<file path="config.mk">
export PLATFORM = sky130hd
export DESIGN_NAME = ttec_top
export DESIGN_NICKNAME = d
export VERILOG_FILES = /design/src/ttec_counter.v /design/src/ttec_top.v
export VERILOG_INCLUDE_DIRS = /design/src
export SDC_FILE = /design/constraint.sdc
export NUM_CORES = 1
export LEC_CHECK = 0
export BUFFER_PORTS_ARGS = -buffer_cell sky130_fd_sc_hd__buf_2
export CORE_ASPECT_RATIO = 0.6
export CORE_MARGIN = 5
export CORE_UTILIZATION = 35
export CTS_BUF_LIST = sky130_fd_sc_hd__clkbuf_4
export DETAILED_ROUTE_END_ITERATION = 10
export GPL_TIMING_DRIVEN = 0
export SLEW_MARGIN = 0
export SYNTH_ARGS = -nofsm -noshare
export SYNTH_HDL_FRONTEND = slang
export SYNTH_HIERARCHICAL = 1
export SYNTH_SLANG_ARGS = --single-unit
</file>
<file path="constraint.sdc">
create_clock -name clock -period 6 [get_ports clock]
set_input_delay 0 -clock clock [delete_from_list [all_inputs] [get_ports clock]]
set_output_delay 0 -clock clock [all_outputs]
set_load 0.005 [all_outputs]
</file>
<file path="src/ttec_consts.vh">
// What this block does
// - Three 16-bit counters read as byte pairs.
// - Counters 0,1 timer/event/pulse; counter 2 timer.
// - Counter 0 uses system clock/4 or pin.
// - Counter 1 uses 32768Hz clock or pin.
// - Counter 2 uses system clock only.
// - Each selected pin edge adds exactly one.
// - Increment per tick; FFFFH overflow raises request.
// - Overflow reloads preload and keeps counting.
// - Preload write when stopped loads counter too.
// - Preload write while running waits for overflow.
// - Low byte write goes to holding buffer.
// - High byte write commits both bytes together.
// - High byte read captures counter low byte.
// - Low byte read returns captured buffer only.
// - Control bits 7:6 select mode; 11 pulse.
// - Control bit 4 is run control.
// - Edge bit 3 low rising, high falling.
// - Pulse mode counts during pulse, clears run.
`ifndef TTEC_CONSTS_VH
`define TTEC_CONSTS_VH
`define TTEC_CNT_W        16
`define TTEC_OFF_LOW      4'h0
`define TTEC_OFF_HIGH     4'h4
`define TTEC_OFF_CTRL     4'h8
`define TTEC_CH_STRIDE_B  4
`define TTEC_MODE_HI      7
`define TTEC_MODE_LO      6
`define TTEC_RUN_BIT      4
`define TTEC_EDGE_BIT     3
`define TTEC_MODE_TIMER   2'h2
`define TTEC_MODE_EVENT   2'h1
`define TTEC_MODE_PULSE   2'h3
`define TTEC_CTRL_RST     8'h00
`define TTEC_PRE_RST      16'h0000
`define TTEC_CNT_MAX      16'hFFFF
`define TTEC_DIV4_MAX     2'h3
`define TTEC_RESP_OKAY    2'h0
`define TTEC_RESP_SLVERR  2'h2
`endif

</file>
<file path="src/ttec_counter.v">
`timescale 1ns/1ps
`default_nettype none
`include "ttec_consts.vh"
module ttec_counter #(
  parameter HAS_PIN = 1
) (
  input  wire        clock,
  input  wire        sys_rst,
  input  wire        tick,
  input  wire        pinSync,
  input  wire        wrLow,
  input  wire        wrHigh,
  input  wire        wrCtrl,
  input  wire        rdHigh,
  input  wire [7:0]  wrData,
  output reg  [15:0] count_q,
  output reg  [7:0]  ctrl_q,
  output reg  [7:0]  lowBuf_q,
  output reg         ovf_q
);
  reg  [15:0] preload_q;
  reg         pinDly_q;
  reg         inPulse_q;
  wire [1:0]  mode    = ctrl_q[`TTEC_MODE_HI:`TTEC_MODE_LO];
  wire        run     = ctrl_q[`TTEC_RUN_BIT];
  wire        edgeSel = ctrl_q[`TTEC_EDGE_BIT];
  wire        rise    = pinSync & ~pinDly_q;
  wire        fall    = ~pinSync & pinDly_q;
  wire        evMode  = (HAS_PIN != 0) && (mode == `TTEC_MODE_EVENT);
  wire        pwMode  = (HAS_PIN != 0) && (mode == `TTEC_MODE_PULSE);
  // Pulse start edge: edge bit low waits for a fall, high for a rise.
  wire        pwStart = edgeSel ? rise : fall;
  wire        pwEnd   = edgeSel ? fall : rise;
  wire        evEdge  = edgeSel ? fall : rise;
  reg         inc;
  always @* begin
    if (!run) begin
      inc = 1'b0;
    end else if (evMode) begin
      inc = evEdge;
    end else if (pwMode) begin
      inc = inPulse_q & tick & ~pwEnd;
    end else begin
      inc = tick;
    end
  end
  wire [15:0] newPre = {wrData, lowBuf_q};
  always @(posedge clock) begin
    if (sys_rst) begin
      count_q   <= `TTEC_PRE_RST;
      preload_q <= `TTEC_PRE_RST;
      ctrl_q    <= `TTEC_CTRL_RST;
      lowBuf_q  <= 8'h00;
      ovf_q     <= 1'b0;
      pinDly_q  <= 1'b0;
      inPulse_q <= 1'b0;
    end else begin
      pinDly_q <= pinSync;
      ovf_q    <= inc && (count_q == `TTEC_CNT_MAX);
      if (wrLow) begin
        lowBuf_q <= wrData;
      end else if (rdHigh) begin
        lowBuf_q <= count_q[7:0];
      end
      if (wrHigh) begin
        preload_q <= newPre;
      end
      if (wrHigh && !run) begin
        count_q <= newPre;
      end else if (inc) begin
        if (count_q == `TTEC_CNT_MAX) begin
          count_q <= wrHigh ? newPre : preload_q;
        end else begin
          count_q <= count_q + 16'h0001;
        end
      end
      if (wrCtrl) begin
        ctrl_q    <= wrData;
        inPulse_q <= 1'b0;
      end else if (pwMode && run) begin
        if (!inPulse_q && pwStart) begin
          inPulse_q <= 1'b1;
        end else if (inPulse_q && pwEnd) begin
          inPulse_q <= 1'b0;
          ctrl_q[`TTEC_RUN_BIT] <= 1'b0;
        end
      end
    end
  end
endmodule
`default_nettype wire

</file>
<file path="src/ttec_top.v">
`timescale 1ns/1ps
`default_nettype none
`include "ttec_consts.vh"
module ttec_top (
  input  wire        clock,
  input  wire        sys_rst,
  input  wire        cnt0ExtPin,
  input  wire        cnt1ExtPin,
  input  wire        lfClk,
  input  wire [5:0]  s_axi_awaddr,
  input  wire        s_axi_awvalid,
  output reg         s_axi_awready,
  input  wire [31:0] s_axi_wdata,
  input  wire [3:0]  s_axi_wstrb,
  input  wire        s_axi_wvalid,
  output reg         s_axi_wready,
  output reg  [1:0]  s_axi_bresp,
  output reg         s_axi_bvalid,
  input  wire        s_axi_bready,
  input  wire [5:0]  s_axi_araddr,
  input  wire        s_axi_arvalid,
  output reg         s_axi_arready,
  output reg  [31:0] s_axi_rdata,
  output reg  [1:0]  s_axi_rresp,
  output reg         s_axi_rvalid,
  input  wire        s_axi_rready,
  output reg  [2:0]  ovfIrq_q
);
  // Channel n sits at byte 16*n: low byte +0, high byte +4, control +8.
  function [2:0] decode;
    input [5:0] a;
    begin
      decode = 3'h0;
      if (a[5:4] == 2'h3) begin
        decode = 3'h0;
      end else if (a[3:0] == `TTEC_OFF_LOW) begin
        decode = 3'h1;
      end else if (a[3:0] == `TTEC_OFF_HIGH) begin
        decode = 3'h2;
      end else if (a[3:0] == `TTEC_OFF_CTRL) begin
        decode = 3'h4;
      end
    end
  endfunction
  reg         p0Meta_q;
  reg         p0Sync_q;
  reg         p1Meta_q;
  reg         p1Sync_q;
  reg         lfMeta_q;
  reg         lfSync_q;
  reg         lfDly_q;
  reg  [1:0]  div_q;
  reg  [5:0]  awAddr_q;
  reg  [31:0] wData_q;
  reg        wStrb_q;
  reg        awHave_q, wHave_q;
  wire [15:0] cnt [0:2];
  wire [7:0]  ctl [0:2];
  wire [7:0]  lbf [0:2];
  wire [2:0]  ovf;
  always @(posedge clock) begin
    if (sys_rst) begin
      p0Meta_q <= 1'b0;
      p0Sync_q <= 1'b0;
      p1Meta_q <= 1'b0;
      p1Sync_q <= 1'b0;
      lfMeta_q <= 1'b0;
      lfSync_q <= 1'b0;
      lfDly_q  <= 1'b0;
      div_q    <= 2'h0;
    end else begin
      p0Meta_q <= cnt0ExtPin;
      p0Sync_q <= p0Meta_q;
      p1Meta_q <= cnt1ExtPin;
      p1Sync_q <= p1Meta_q;
      lfMeta_q <= lfClk;
      lfSync_q <= lfMeta_q;
      lfDly_q  <= lfSync_q;
      div_q    <= (div_q == `TTEC_DIV4_MAX) ? 2'h0 : div_q + 2'h1;
    end
  end
  // Slow clock is sampled, so it must stay well below the system clock.
  wire tick0 = (div_q == `TTEC_DIV4_MAX);
  wire tick1 = lfSync_q & ~lfDly_q;
  wire [2:0] ticks = {1'b1, tick1, tick0};
  wire [2:0] pins  = {1'b0, p1Sync_q, p0Sync_q};
  wire doWrite = awHave_q && wHave_q && !s_axi_bvalid;
  wire doRead  = s_axi_arvalid && s_axi_arready;
  wire [2:0] wDec = decode(awAddr_q);
  wire [2:0] rDec = decode(s_axi_araddr);
  wire [1:0] wCh  = awAddr_q[5:4];
  wire [1:0] rCh  = s_axi_araddr[5:4];
  genvar g;
  generate
    for (g = 0; g < 3; g = g + 1) begin : gCnt
      wire wSel = doWrite && wStrb_q && (wCh == g);
      ttec_counter #(.HAS_PIN(g < 2)) uCnt (
        .clock   (clock),
        .sys_rst (sys_rst),
        .tick    (ticks[g]),
        .pinSync (pins[g]),
        .wrLow   (wSel && wDec[0]),
        .wrHigh  (wSel && wDec[1]),
        .wrCtrl  (wSel && wDec[2]),
        .rdHigh  (doRead && (rCh == g) && rDec[1]),
        .wrData  (wData_q[7:0]),
        .count_q (cnt[g]),
        .ctrl_q  (ctl[g]),
        .lowBuf_q(lbf[g]),
        .ovf_q   (ovf[g])
      );
    end
  endgenerate
  always @(posedge clock) begin
    if (sys_rst) begin
      s_axi_awready <= 1'b1;
      s_axi_wready  <= 1'b1;
      s_axi_arready <= 1'b1;
      s_axi_bvalid  <= 1'b0;
      s_axi_bresp   <= `TTEC_RESP_OKAY;
      s_axi_rvalid  <= 1'b0;
      s_axi_rresp   <= `TTEC_RESP_OKAY;
      s_axi_rdata   <= 32'h00000000;
      awHave_q      <= 1'b0;
      wHave_q       <= 1'b0;
      awAddr_q      <= 6'h00;
      wData_q       <= 32'h00000000;
      wStrb_q       <= 1'b0;
      ovfIrq_q      <= 3'h0;
    end else begin
      ovfIrq_q <= ovf;
      if (s_axi_awvalid && s_axi_awready) begin
        awAddr_q      <= s_axi_awaddr;
        awHave_q      <= 1'b1;
        s_axi_awready <= 1'b0;
      end
      if (s_axi_wvalid && s_axi_wready) begin
        wData_q      <= s_axi_wdata;
        wStrb_q      <= s_axi_wstrb[0];
        wHave_q      <= 1'b1;
        s_axi_wready <= 1'b0;
      end
      if (doWrite) begin
        s_axi_bvalid <= 1'b1;
        s_axi_bresp  <= (wDec == 3'h0) ? `TTEC_RESP_SLVERR : `TTEC_RESP_OKAY;
        awHave_q     <= 1'b0;
        wHave_q      <= 1'b0;
      end
      if (s_axi_bvalid && s_axi_bready) begin
        s_axi_bvalid  <= 1'b0;
        s_axi_awready <= 1'b1;
        s_axi_wready  <= 1'b1;
      end
      if (doRead) begin
        s_axi_arready <= 1'b0;
        s_axi_rvalid  <= 1'b1;
        s_axi_rresp   <= (rDec == 3'h0) ? `TTEC_RESP_SLVERR : `TTEC_RESP_OKAY;
        if (rDec[0]) begin
          s_axi_rdata <= {24'h000000, lbf[rCh]};
        end else if (rDec[1]) begin
          s_axi_rdata <= {24'h000000, cnt[rCh][15:8]};
        end else if (rDec[2]) begin
          s_axi_rdata <= {24'h000000, ctl[rCh]};
        end else begin
          s_axi_rdata <= 32'h00000000;
        end
      end
      if (s_axi_rvalid && s_axi_rready) begin
        s_axi_rvalid  <= 1'b0;
        s_axi_arready <= 1'b1;
      end
    end
  end
endmodule
`default_nettype wire

</file>
# Word level (Yosys, flattened, before mapping)
# Index checks and enable logic that the tools add are counted.
word_totals:
  inputBits: 58
  ff_bits: 221
  elab_cells: 218
classes:
  reduce_logical: 72
  n_eq_ne: 20
  muxes: 61
  n_addsub: 4
  n_lt_le_gt_ge: 1
  bitwise: 17
ops:
  columns: ["operator", "n"]
  rows:
  - ["$mux W16", 14]
  - ["$mux W8", 13]
  - ["$add A16 B1 Y16 const B", 3]
  - ["$eq A16 B16 Y1 const B", 3]
  - ["$logic_and A1 B1 Y1", 38]
  - ["$bmux W16 S2", 1]
  - ["$bmux W8 S2", 2]
  - ["$mux W3", 8]
  - ["$reduce_bool A2 Y1", 12]
  - ["$mux W1", 21]
  - ["$eq A2 B2 Y1 const B", 7]
  - ["$reduce_or A2 Y1", 6]
  - ["$and A1 B1 Y1", 9]
  - ["$eq A2 B1 Y1 const B", 4]
  - ["$eq A4 B3 Y1 const B", 2]
  - ["$eq A4 B4 Y1 const B", 2]
  - ["$logic_not A4 Y1", 2]
  - ["$not A1 Y1", 7]
  - ["$logic_not A1 Y1", 6]
  - ["$logic_not A3 Y1", 2]
  - ["$reduce_and A3 Y1", 2]
  - ["$logic_not A2 Y1", 2]
  - ["$mux W2", 2]
  - ["$ne A2 B1 Y1 const B", 2]
  - ["other kinds (4)", 5]

# Depth between registers and ports, before layout
# Gate-level depths: netlist of the first run.
logic_depth:
  depth_word: 10
  depth_mapped: 11

# Modules after synthesis
# The synthesis of the first run kept the hierarchy.
by_module_without_submodules:
  columns: ["module", "area_each_um2", "cells_per_inst", "n_inst", "seq_area_each_um2"]
  rows:
  - ["ttec_counter (gCnt[0].uCnt ...)", 2543.7, 296, 2, 1021.0]
  - ["ttec_top", 2601.2, 298, 1, 880.8]
  - ["ttec_counter (gCnt[2].uCnt)", 2404.8, 266, 1, 980.9]

# Worst setup path after synthesis of the first run
# No wires, ideal clock.
synth_path:
  path_type: "reg2reg"
  start: "register s_axi_bvalid"
  end: "register gCnt[0].uCnt.count_q[0]"
  required_time_ns: 5.878
  path_buffers: 2
  t_arrival_ns: 2.765
  path_stages_with_launch: 10
  slack_ns: 3.113
  setup_time_ns: 0.122
  cell_sequence: "dfxtp_1 > nand2b_1 > or2_2 > or4b_1 > nor2_1 > buf_2 > buf_1 > mux2i_1 > mux2i_1 > a221o_1"
synth_via:
  elab_chain_len: 9
  word_cells_on_any_way: 11
synth_lines:
  columns: ["item", "line", "rtl"]
  rows:
  - ["from (decl)", "ttec_top.v:18", "output reg s_axi_bvalid,"]
  - ["from (signal assigned)", "ttec_top.v:119", "s_axi_bvalid <= 1'b0;"]
  - ["from (signal assigned)", "ttec_top.v:144", "s_axi_bvalid <= 1'b1;"]
  - ["from (signal assigned)", "ttec_top.v:150", "s_axi_bvalid <= 1'b0;"]
  - ["$logic_not A1 Y1 *", "ttec_top.v:87", "wire doWrite = awHave_q && wHave_q && !s_axi_bvalid;"]
  - ["$logic_and A1 B1 Y1 *", "ttec_top.v:87", null]
  - ["$logic_and A1 B1 Y1 * (2 in a row)", "ttec_top.v:96", "wire wSel = doWrite && wStrb_q && (wCh == g);"]
  - ["$logic_and A1 B1 Y1 *", "ttec_top.v:103", ".wrHigh (wSel && wDec[1]),"]
  - ["$mux W16", "ttec_counter.v:72", "count_q <= wrHigh ? newPre : preload_q;"]
  - ["$mux W16", "ttec_counter.v:71", "if (count_q == `TTEC_CNT_MAX) begin"]
  - ["$mux W16", "ttec_counter.v:70", "end else if (inc) begin"]
  - ["$mux W16", "ttec_counter.v:68", "if (wrHigh && !run) begin"]
  - ["to (signal assigned)", "ttec_counter.v:69", "count_q <= newPre;"]
  - ["to (signal assigned)", "ttec_counter.v:72", null]
  - ["to (signal assigned)", "ttec_counter.v:74", "count_q <= count_q + 16'h0001;"]
  - ["to (decl)", "ttec_counter.v:16", "output reg [15:0] count_q,"]
# Mark *: on every way between the ends. The rest lies on a longest branch, timed or not. The select of a mux whose other input is x is not followed.
# A chain may end at the register's enable or synchronous reset.

# Final worst setup path of the first run
layout_path:
  start: "register awAddr_q[3]"
  end: "register gCnt[1].uCnt.count_q[0]"
layout_via:
  elab_chain_len: 9
  word_cells_on_any_way: 12
layout_lines:
  columns: ["item", "line", "rtl"]
  rows:
  - ["from (decl)", "ttec_top.v:53", "reg [5:0] awAddr_q;"]
  - ["from (signal assigned)", "ttec_top.v:133", "awAddr_q <= s_axi_awaddr;"]
  - ["$eq A4 B3 Y1 (no source line)", null, null]
  - ["$mux W3", "ttec_top.v:38", "end else if (a[3:0] == `TTEC_OFF_HIGH) begin"]
  - ["$mux W3 *", "ttec_top.v:36", "end else if (a[3:0] == `TTEC_OFF_LOW) begin"]
  - ["$mux W3 *", "ttec_top.v:34", "if (a[5:4] == 2'h3) begin"]
  - ["$logic_and A1 B1 Y1 *", "ttec_top.v:103", null]
  - ["$mux W16", "ttec_counter.v:72", null]
  - ["$mux W16", "ttec_counter.v:71", null]
  - ["$mux W16", "ttec_counter.v:70", null]
  - ["$mux W16", "ttec_counter.v:68", null]
  - ["to (signal assigned)", "ttec_counter.v:69", null]
  - ["to (signal assigned)", "ttec_counter.v:72", null]
  - ["to (signal assigned)", "ttec_counter.v:74", null]
  - ["to (decl)", "ttec_counter.v:16", null]
# Marks and branches as above.

==> results of run 1 <==
## power groups by stage
stage / clock network (mW) / registers [mW] / logic (mW)
global route: 0.829 / 1.35 / 0.180
finish: 0.757 / 1.34 / 0.166
floorplan: 0 / 1.35 / 0.0936
CTS: 0.779 / 1.34 / 0.163
global placement: 0 / 1.37 / 0.138
detailed placement: 0 / 1.37 / 0.141
## how the worst min path moves through the flow
stage	endpoint	depth (start not counted)	start
3_3_place_gp	s_axi_wready	2	s_axi_wvalid
6_report	s_axi_rdata[5]	5	s_axi_araddr[1]
4_1_cts	s_axi_rdata[5]	5	s_axi_araddr[1]
5_1_grt	s_axi_rdata[4]	5	s_axi_araddr[1]
2_1_floorplan	s_axi_wready	1	s_axi_wvalid
3_5_place_dp	s_axi_wready	2	s_axi_wvalid
## per-stage QoR
step | instance area (µm²) | instances | hold slack [ns] | power [mW] | setup slack, ns
2_1_floorplan | 10200 | 1184 | 0.100 | 1.45 | 3.11
3_3_place_gp | 10900 | 1606 | 0.212 | 1.51 | 2.23
3_5_place_dp | 10900 | 1606 | 0.215 | 1.51 | 2.30
4_1_cts | 11600 | 1681 | 0.00112 | 2.29 | 2.24
5_1_grt | 11600 | 1681 | 0.0303 | 2.36 | 1.99
6_report | 11600 | 1681 | 0.0548 | 2.27 | 2.09
## layout make-up
class,count,area (µm²),share of cell area (%)
buffer,100,515,4.43
clock buffer,19,143,1.23
clock inverter,13,150,1.29
inverter,25,93.8,0.807
multi-input combinational,864,5690,48.9
sequential,195,3900,33.6
tap,375,469,4.04
timing repair buffer,90,666,5.73
## per-layer routing
layer / routed length [µm] / part of all wire [%] / track usage (%) / vias up
li1: - / - / - / 4420
met1: 16900 / 49 / 32.3 / 4527
met2: 13400 / 39 / 27.4 / 466
met3: 3420 / 10 / 6.00 / 47
met4: 521 / 1.5 / 4.96 / 0
met5: 0 / 0 / 0 / -
## registers in the layout (all words and copies together) (netlist names), 3 cells and up
register / flops
ovfIrq_q: 3
gCnt.uCnt/lowBuf_q: 24
gCnt.uCnt/count_q: 48
wData_q: 8
gCnt.uCnt/preload_q: 48
awAddr_q: 6
s_axi_rdata: 8
gCnt.uCnt/ovf_q: 3
gCnt.uCnt/ctrl_q: 24
## kinds of logic after synthesis
group	after synthesis	synth area share, %
other cells	2	0.0744
buf+inv	125	6.04
compound gates	266	19.3
simple gates	419	21.1
xor+xnor	17	1.48
mux	128	12.9
fa+ha+maj	4	0.496
flops	195	38.7
## worst register-to-register path: cells and delay by family, from the launching register on
kind / cells / cell delay (ns)
simple gates: 4 / 2.19
buf+inv: 2 / 1.06
flops: 1 / 0.39
compound gates: 1 / 0.22
## synth_stat cells (9+ instances only)
library cell	count
inv_1	25
o22ai_1	11
nor2_1	148
nor2b_1	20
dfxtp_1	195
buf_4	28
xor2_1	12
a21oi_1	66
and2_1	18
a211o_1	10
nand3_1	38
clkbuf_1	42
nand4_1	12
buf_2	13
nand3b_1	18
buf_1	14
nor3b_1	13
mux2_2	13
a211oi_2	9
and4_1	10
o211ai_1	15
a31oi_1	18
a22oi_1	17
o2bb2ai_1	11
o21ai_0	26
nor3_1	15
nand2_1	79
mux2i_1	115
## what timing repair did
action / 4_1_cts / 5_1_grt
setup buffers: 0 / 0
hold buffers: 43 / 0
hold endpoints to repair: 38 / 0
resized for setup: 0 / 0
==> run metrics, run 1 <==
status=complete, no violations; first-pass GRT wire length=51900 µm; Max-cap violations=0; Final Skew=0.0260 ns; Final Core Density=40.7%; leading cell type in the layout, fill and taps excluded=dfxtp_1; Clock Tree Root=clkbuf_4; r2r setup slk=2.09 ns; CP dominant cell by count=nor2_1; Leakage=around 4.0 nW; Post-synth top flop=dfxtp_1; cts bufs inserted=17; Ports=~100; Max FO, Critical Path=10; top-area cell type share of the netlist area=38.7%; Detail Route Antenna Nets=0; post-DR wirelength/cell=a little over 20 µm; Comb power frac=7.3%; VDD IR max=0.143 mV; post-synthesis async set-or-reset flop share=0%; Rows=48; DRC violations left=0; grt ovf=0; CP Capture Point=gCnt[1].uCnt/count_q[0]; sequential-to-total area share from yosys stat=38.7%; final period utilization=65.1%; synth unique cells=80; Hold Crit Class=input port to flip-flop; slowest CP cell=or4b_2; crit start category=flip-flop; Worst Setup End Kind=flip-flop; PortBufs=47; Clock Tree Buf Depth=2; Initial Utilization=35.3%; H-tree depth=4; clock sink total=around 200; CP top delay family=simple AND/OR/NAND/NOR gates; largest net degree at the start of global routing=18; WP data required=between 6 and 7 ns; Total GRT Usage=about a fifth; via count=9460; Initial DRC Count=1116; critical path data arrival time=4.49 ns; Internal=approximately 1.6 mW; pwr dens=195 nW/µm²; die span in y=142 µm; mapped cell area=roughly 10000 µm²; nets=around 1400; share of cells above drive strength 1=13.1%; Net Sw Power=0.619 mW; slew of the pin with the lowest slew margin=1.12 ns; total die area=32400 µm²; post-synth top area cell=dfxtp_1; Ys Warns=6; Pre-Repair DR Iteration Count=5; Slew Limit Fails=0; RSZ-0062 raised after global routing=false; final setup TNS=0 ns; Clk Latency, worst-skew pair=0.64 ns; antenna violations before repair=0; crit-path cells=or4b_2 > nor2_1 > buf_2 > buf_1 > nand2_1 > nor2_1 > a221o_1; Worst Path Buf+Inv=2; routed vias/inst=around 5.6; number of synthesized flops with an enable pin=0; DP Wirelength=roughly 25000 µm; vias in the first global route=about 8500; final wirelength=34300 µm; Worst path depth=7; die width=229 µm; min cycle time layout=3.91 ns; Slew headroom=25.2%; post-synthesis cell count=1156; Antenna diodes=0; CTS clk-pin slew, worst paths=0.17 ns; final hold vios=0; Core Area=around 29000 µm²; CTS tree=done; Crit Path Class=flip-flop to flip-flop; Critical Path Source=awAddr_q[3]; r2r endpoint=gCnt[1].uCnt/count_q[0]; Yosys reg bits=195; worst r2r path cells=7; sequential power share=59.3%; syn_area_per_cell=8.73 µm²; worst r2r src=awAddr_q[3]; ranking of synthesized cells by area=dfxtp_1, mux2i_1, nor2_1, a21oi_1, nand2_1; Clock Power Share=about a third; Setup Viol. Count Final=0; switching share of total power=27.3%; Placer Congestion=0.935; commonest non-fill, non-tap cells in the layout=dfxtp_1, nor2_1, mux2i_1; Synth-to-Final Area Change=15.2%; CP peak stage delay=0.74 ns; fmax=between 200 and 300 MHz; FILL cells=2968
Power figures use the tool's default switching activity.
==> run 2, diff against run 1 <==
ABC_AREA = 1   (was default)
clock period = 3.8 ns   (was 6 ns; I/O delays follow)
==> run 2 against run 1 <==
Net effect: sequential power rose by 60%; maximum frequency rose by 32%; combinational power rose by 89%; critical path depth rose by 6; synthesized area rose by 3.5%; largest cell class unchanged; clock power rose by 53%; cell count rose by 24%; register-to-register slack got worse by 1.3 ns; first-iteration DRC count rose by 0.27%; non-clock buffer count rose by 1; via count rose by 13%.
==> run metrics, run 2 <==
status=complete, no violations (unchanged); commonest non-fill, non-tap cells in the layout=nand2_1, nor2_1, dfxtp_1 (was dfxtp_1, nor2_1, mux2i_1); r2r setup slk=0.83 ns (was 2.09 ns); worst hold path startpoint=s_axi_araddr[5] (was s_axi_araddr[1]); post-route setup slack=0.832 ns (was 2.09 ns); die width=233 µm (was 229 µm); Hold Path Depth=8 (was 5); crit start category=flip-flop (unchanged); Sequential Area=3900 µm² (unchanged); number of synthesized flops with an enable pin=0 (unchanged); Final Skew=0.0317 ns (was 0.0260 ns); Total GRT Usage=21.2% (was 20.7%); worst hold slack=0.0731 ns (was 0.0548 ns); syn_area_per_cell=6.89 µm² (was 8.73 µm²); Post-synth top cells=nand2_1, nor2_1, dfxtp_1 (was dfxtp_1, nor2_1, mux2i_1); Max-cap violations=0 (unchanged); min cycle time layout=2.97 ns (was 3.91 ns); CTS clk-pin slew, worst paths=0.17 ns (about the same); Final Cell Area=12100 µm² (was 11600 µm²); total die area=33500 µm² (was 32400 µm²); grt ovf=0 (unchanged); Placer Congestion=0.961 (was 0.935); routed vias/inst=5.14 (was 5.63); Rows=49 (was 48); Area after DPL=11300 µm² (was 10900 µm²); fin cells=2086 (was 1681); Slew headroom=43.1% (was 25.2%); nets=1726 (was 1355); Largest regs=gCnt.uCnt/count_q (48), gCnt.uCnt/preload_q (48) (unchanged); Clock Tree Buf Depth=2 (unchanged); Crit Path Class=flip-flop to flip-flop (unchanged); fmax=337 MHz (was 256 MHz); DP Worst Slack=0.967 ns (was 2.30 ns); cts bufs inserted=17 (unchanged); leading cell type in the layout, fill and taps excluded=nand2_1 (was dfxtp_1); Ys Warns=6 (unchanged); final period utilization=78.1% (was 65.1%); DRC violations left=0 (unchanged); ranking of synthesized cells by area=dfxtp_1, nand2_1, nand3_1, nor2_1, inv_1 (was dfxtp_1, mux2i_1, nor2_1, a21oi_1, nand2_1); RSZ-0062 raised after global routing=false (unchanged); DP Wirelength=26900 µm (was 24500 µm); mapped cell area=10400 µm² (was 10100 µm²); dpl cells=1997 (was 1606); Ports=102 (unchanged); final wirelength=35400 µm (was 34300 µm); post-synthesis async set-or-reset flop share=0% (unchanged); clock sink total=195 (unchanged); Initial DRC Count=1119 (was 1116); Clock Tree Root=clkbuf_4 (unchanged); Post-synth top flop=dfxtp_1 (unchanged); Detail Route Antenna Nets=0 (unchanged); first-pass GRT wire length=55000 µm (was 51900 µm); Synth-to-Final Area Change=16.2% (was 15.2%); worst r2r path cells=13 (was 7); worst r2r src=s_axi_bvalid (was awAddr_q[3]); largest net degree at the start of global routing=18 (unchanged); share of cells above drive strength 1=12.6% (was 13.1%); post-synth top area cell=dfxtp_1 (unchanged); Pwr Total=3.61 mW (was 2.27 mW); Worst Setup End Kind=flip-flop (unchanged); top-area cell type share of the netlist area=37.4% (was 38.7%); final setup TNS=0 ns (unchanged); Core Area=29700 µm² (was 28600 µm²); VDD IR max=0.177 mV (was 0.143 mV); Setup Viol. Count Final=0 (unchanged); CTS tree=done (unchanged); Initial Utilization=35.2% (was 35.3%); FILL cells=3178 (was 2968); sequential-to-total area share from yosys stat=37.4% (was 38.7%); critical path data arrival time=3.47 ns (was 4.49 ns); r2r endpoint=gCnt[0].uCnt/count_q[3] (was gCnt[1].uCnt/count_q[0]); Leakage=4.85 nW (was 4.01 nW); slew of the pin with the lowest slew margin=0.852 ns (was 1.12 ns); Worst Hold End=s_axi_rdata[6] (was s_axi_rdata[5]); Yosys reg bits=195 (unchanged); Multi-input gate area=5410 µm² (was 5690 µm²); post-synthesis cell count=1516 (was 1156); most numerous cell in the Yosys netlist=nand2_1 (was dfxtp_1); Slew Limit Fails=0 (unchanged); pwr dens=297 nW/µm² (was 195 nW/µm²); PortBufs=48 (was 47); vias in the first global route=9620 (was 8538); H-tree depth=4 (unchanged); final hold vios=0 (unchanged); Pre-Repair DR Iteration Count=6 (was 5); Hold Crit Class=input port to flip-flop (unchanged); WP data required=4.31 ns (was 6.58 ns); post-DR wirelength/cell=17.0 µm (was 20.4 µm); via count=10700 (was 9460); Max FO, Critical Path=10 (unchanged); die span in y=144 µm (was 142 µm); synth unique cells=48 (was 80); Clk Latency, worst-skew pair=0.64 ns (about the same); Final Core Density=40.9% (was 40.7%); antenna violations before repair=1 (was 0)
## run 2: cell count changes in the layout (fill, tap and decap cells not counted), sizes merged, moves of 19 or more
cell / before / now
nand3: 40 / 176
clkbuf: 62 / 43
a21oi: 69 / 110
nor2b: 20 / 0
o21ai: 32 / 103
o221ai: 4 / 24
mux2i: 115 / 12
inv: 30 / 176
nand2: 79 / 292
nor2: 149 / 227
## run 2: layout make-up
| type | count | share of cell area (%) |
|---|---|---|
| Tap cell | 408 | 4.21 |
| Sequential cell | 195 | 32.2 |
| Antenna cell | 2 | 0.0412 |
| Clock buffer | 17 | 1.05 |
| Multi-Input combinational cell | 1081 | 44.6 |
| Inverter | 178 | 5.65 |
| Clock inverter | 14 | 1.26 |
| Timing Repair Buffer | 104 | 6.60 |
| Buffer | 87 | 4.42 |
## run 2: worst max-delay path by stage
| stage | slack [ns] | cells past startpoint | endpoint | from |
|---|---|---|---|---|
| floorplan | 1.71 | 13 | gCnt[0].uCnt/count_q[5] | s_axi_bvalid |
| global placement | 0.98 | 13 | gCnt[0].uCnt/count_q[3] | s_axi_bvalid |
| detailed placement | 0.97 | 13 | gCnt[0].uCnt/count_q[3] | s_axi_bvalid |
| CTS | 0.93 | 13 | gCnt[0].uCnt/count_q[3] | s_axi_bvalid |
| global route | 0.58 | 13 | gCnt[0].uCnt/count_q[3] | s_axi_bvalid |
| finish | 0.83 | 13 | gCnt[0].uCnt/count_q[3] | s_axi_bvalid |
## run 2: logic make-up (layout without fill, tap and decap cells)
| logic type | count (synthesis) | after routing | share of synthesized area [%] |
|---|---|---|---|
| AND/OR/NAND/NOR | 729 | 729 | 31.5 |
| AO/OA/AOI/OAI | 293 | 293 | 16.3 |
| buffers and inverters | 265 | 400 | 11.7 |
| flip-flops | 195 | 195 | 37.4 |
| XOR/XNOR | 16 | 16 | 1.34 |
| multiplexers | 12 | 12 | 1.15 |
| adder cells (fa/ha/maj) | 4 | 4 | 0.479 |
| other | 2 | 29 | 0.0719 |
## run 2: where the power goes
part,switching [mW],leakage [nW],internal (mW),total [mW]
registers,0.0575,1.58,2.08,2.14
logic,0.180,3.11,0.133,0.313
clock network,0.763,0.158,0.397,1.16
total,1.00,4.85,2.61,3.61
## run 2: routing by layer
layer	share of wire (%)	global-route usage (%)	vias up	wire, µm
met4	0.99	2.83	0	352
li1	-	-	5245	-
met1	51	33.8	5009	18100
met3	10	6.02	26	3610
met5	0	0	-	0
met2	38	28.3	444	13300
## run 2: repair_timing
action | CTS | global route
endpoints found under the hold margin | 38 | 0
gates resized for setup | 0 | 0
hold buffers | 56 | 0
setup buffers | 0 | 0
## run 2: worst max-delay path, stage by stage (launching register included)
cell and delay, ns:
dfxtp_1 0.37, nor3_1 0.37, inv_1 0.14, nor2_1 0.20
nand3_1 0.14, nor2_1 0.33, buf_2 0.32, buf_2 0.35
mux2i_1 0.28, nand3_1 0.09, nand3_1 0.09, nand2_1 0.05
nand2_1 0.05, a21oi_1 0.05
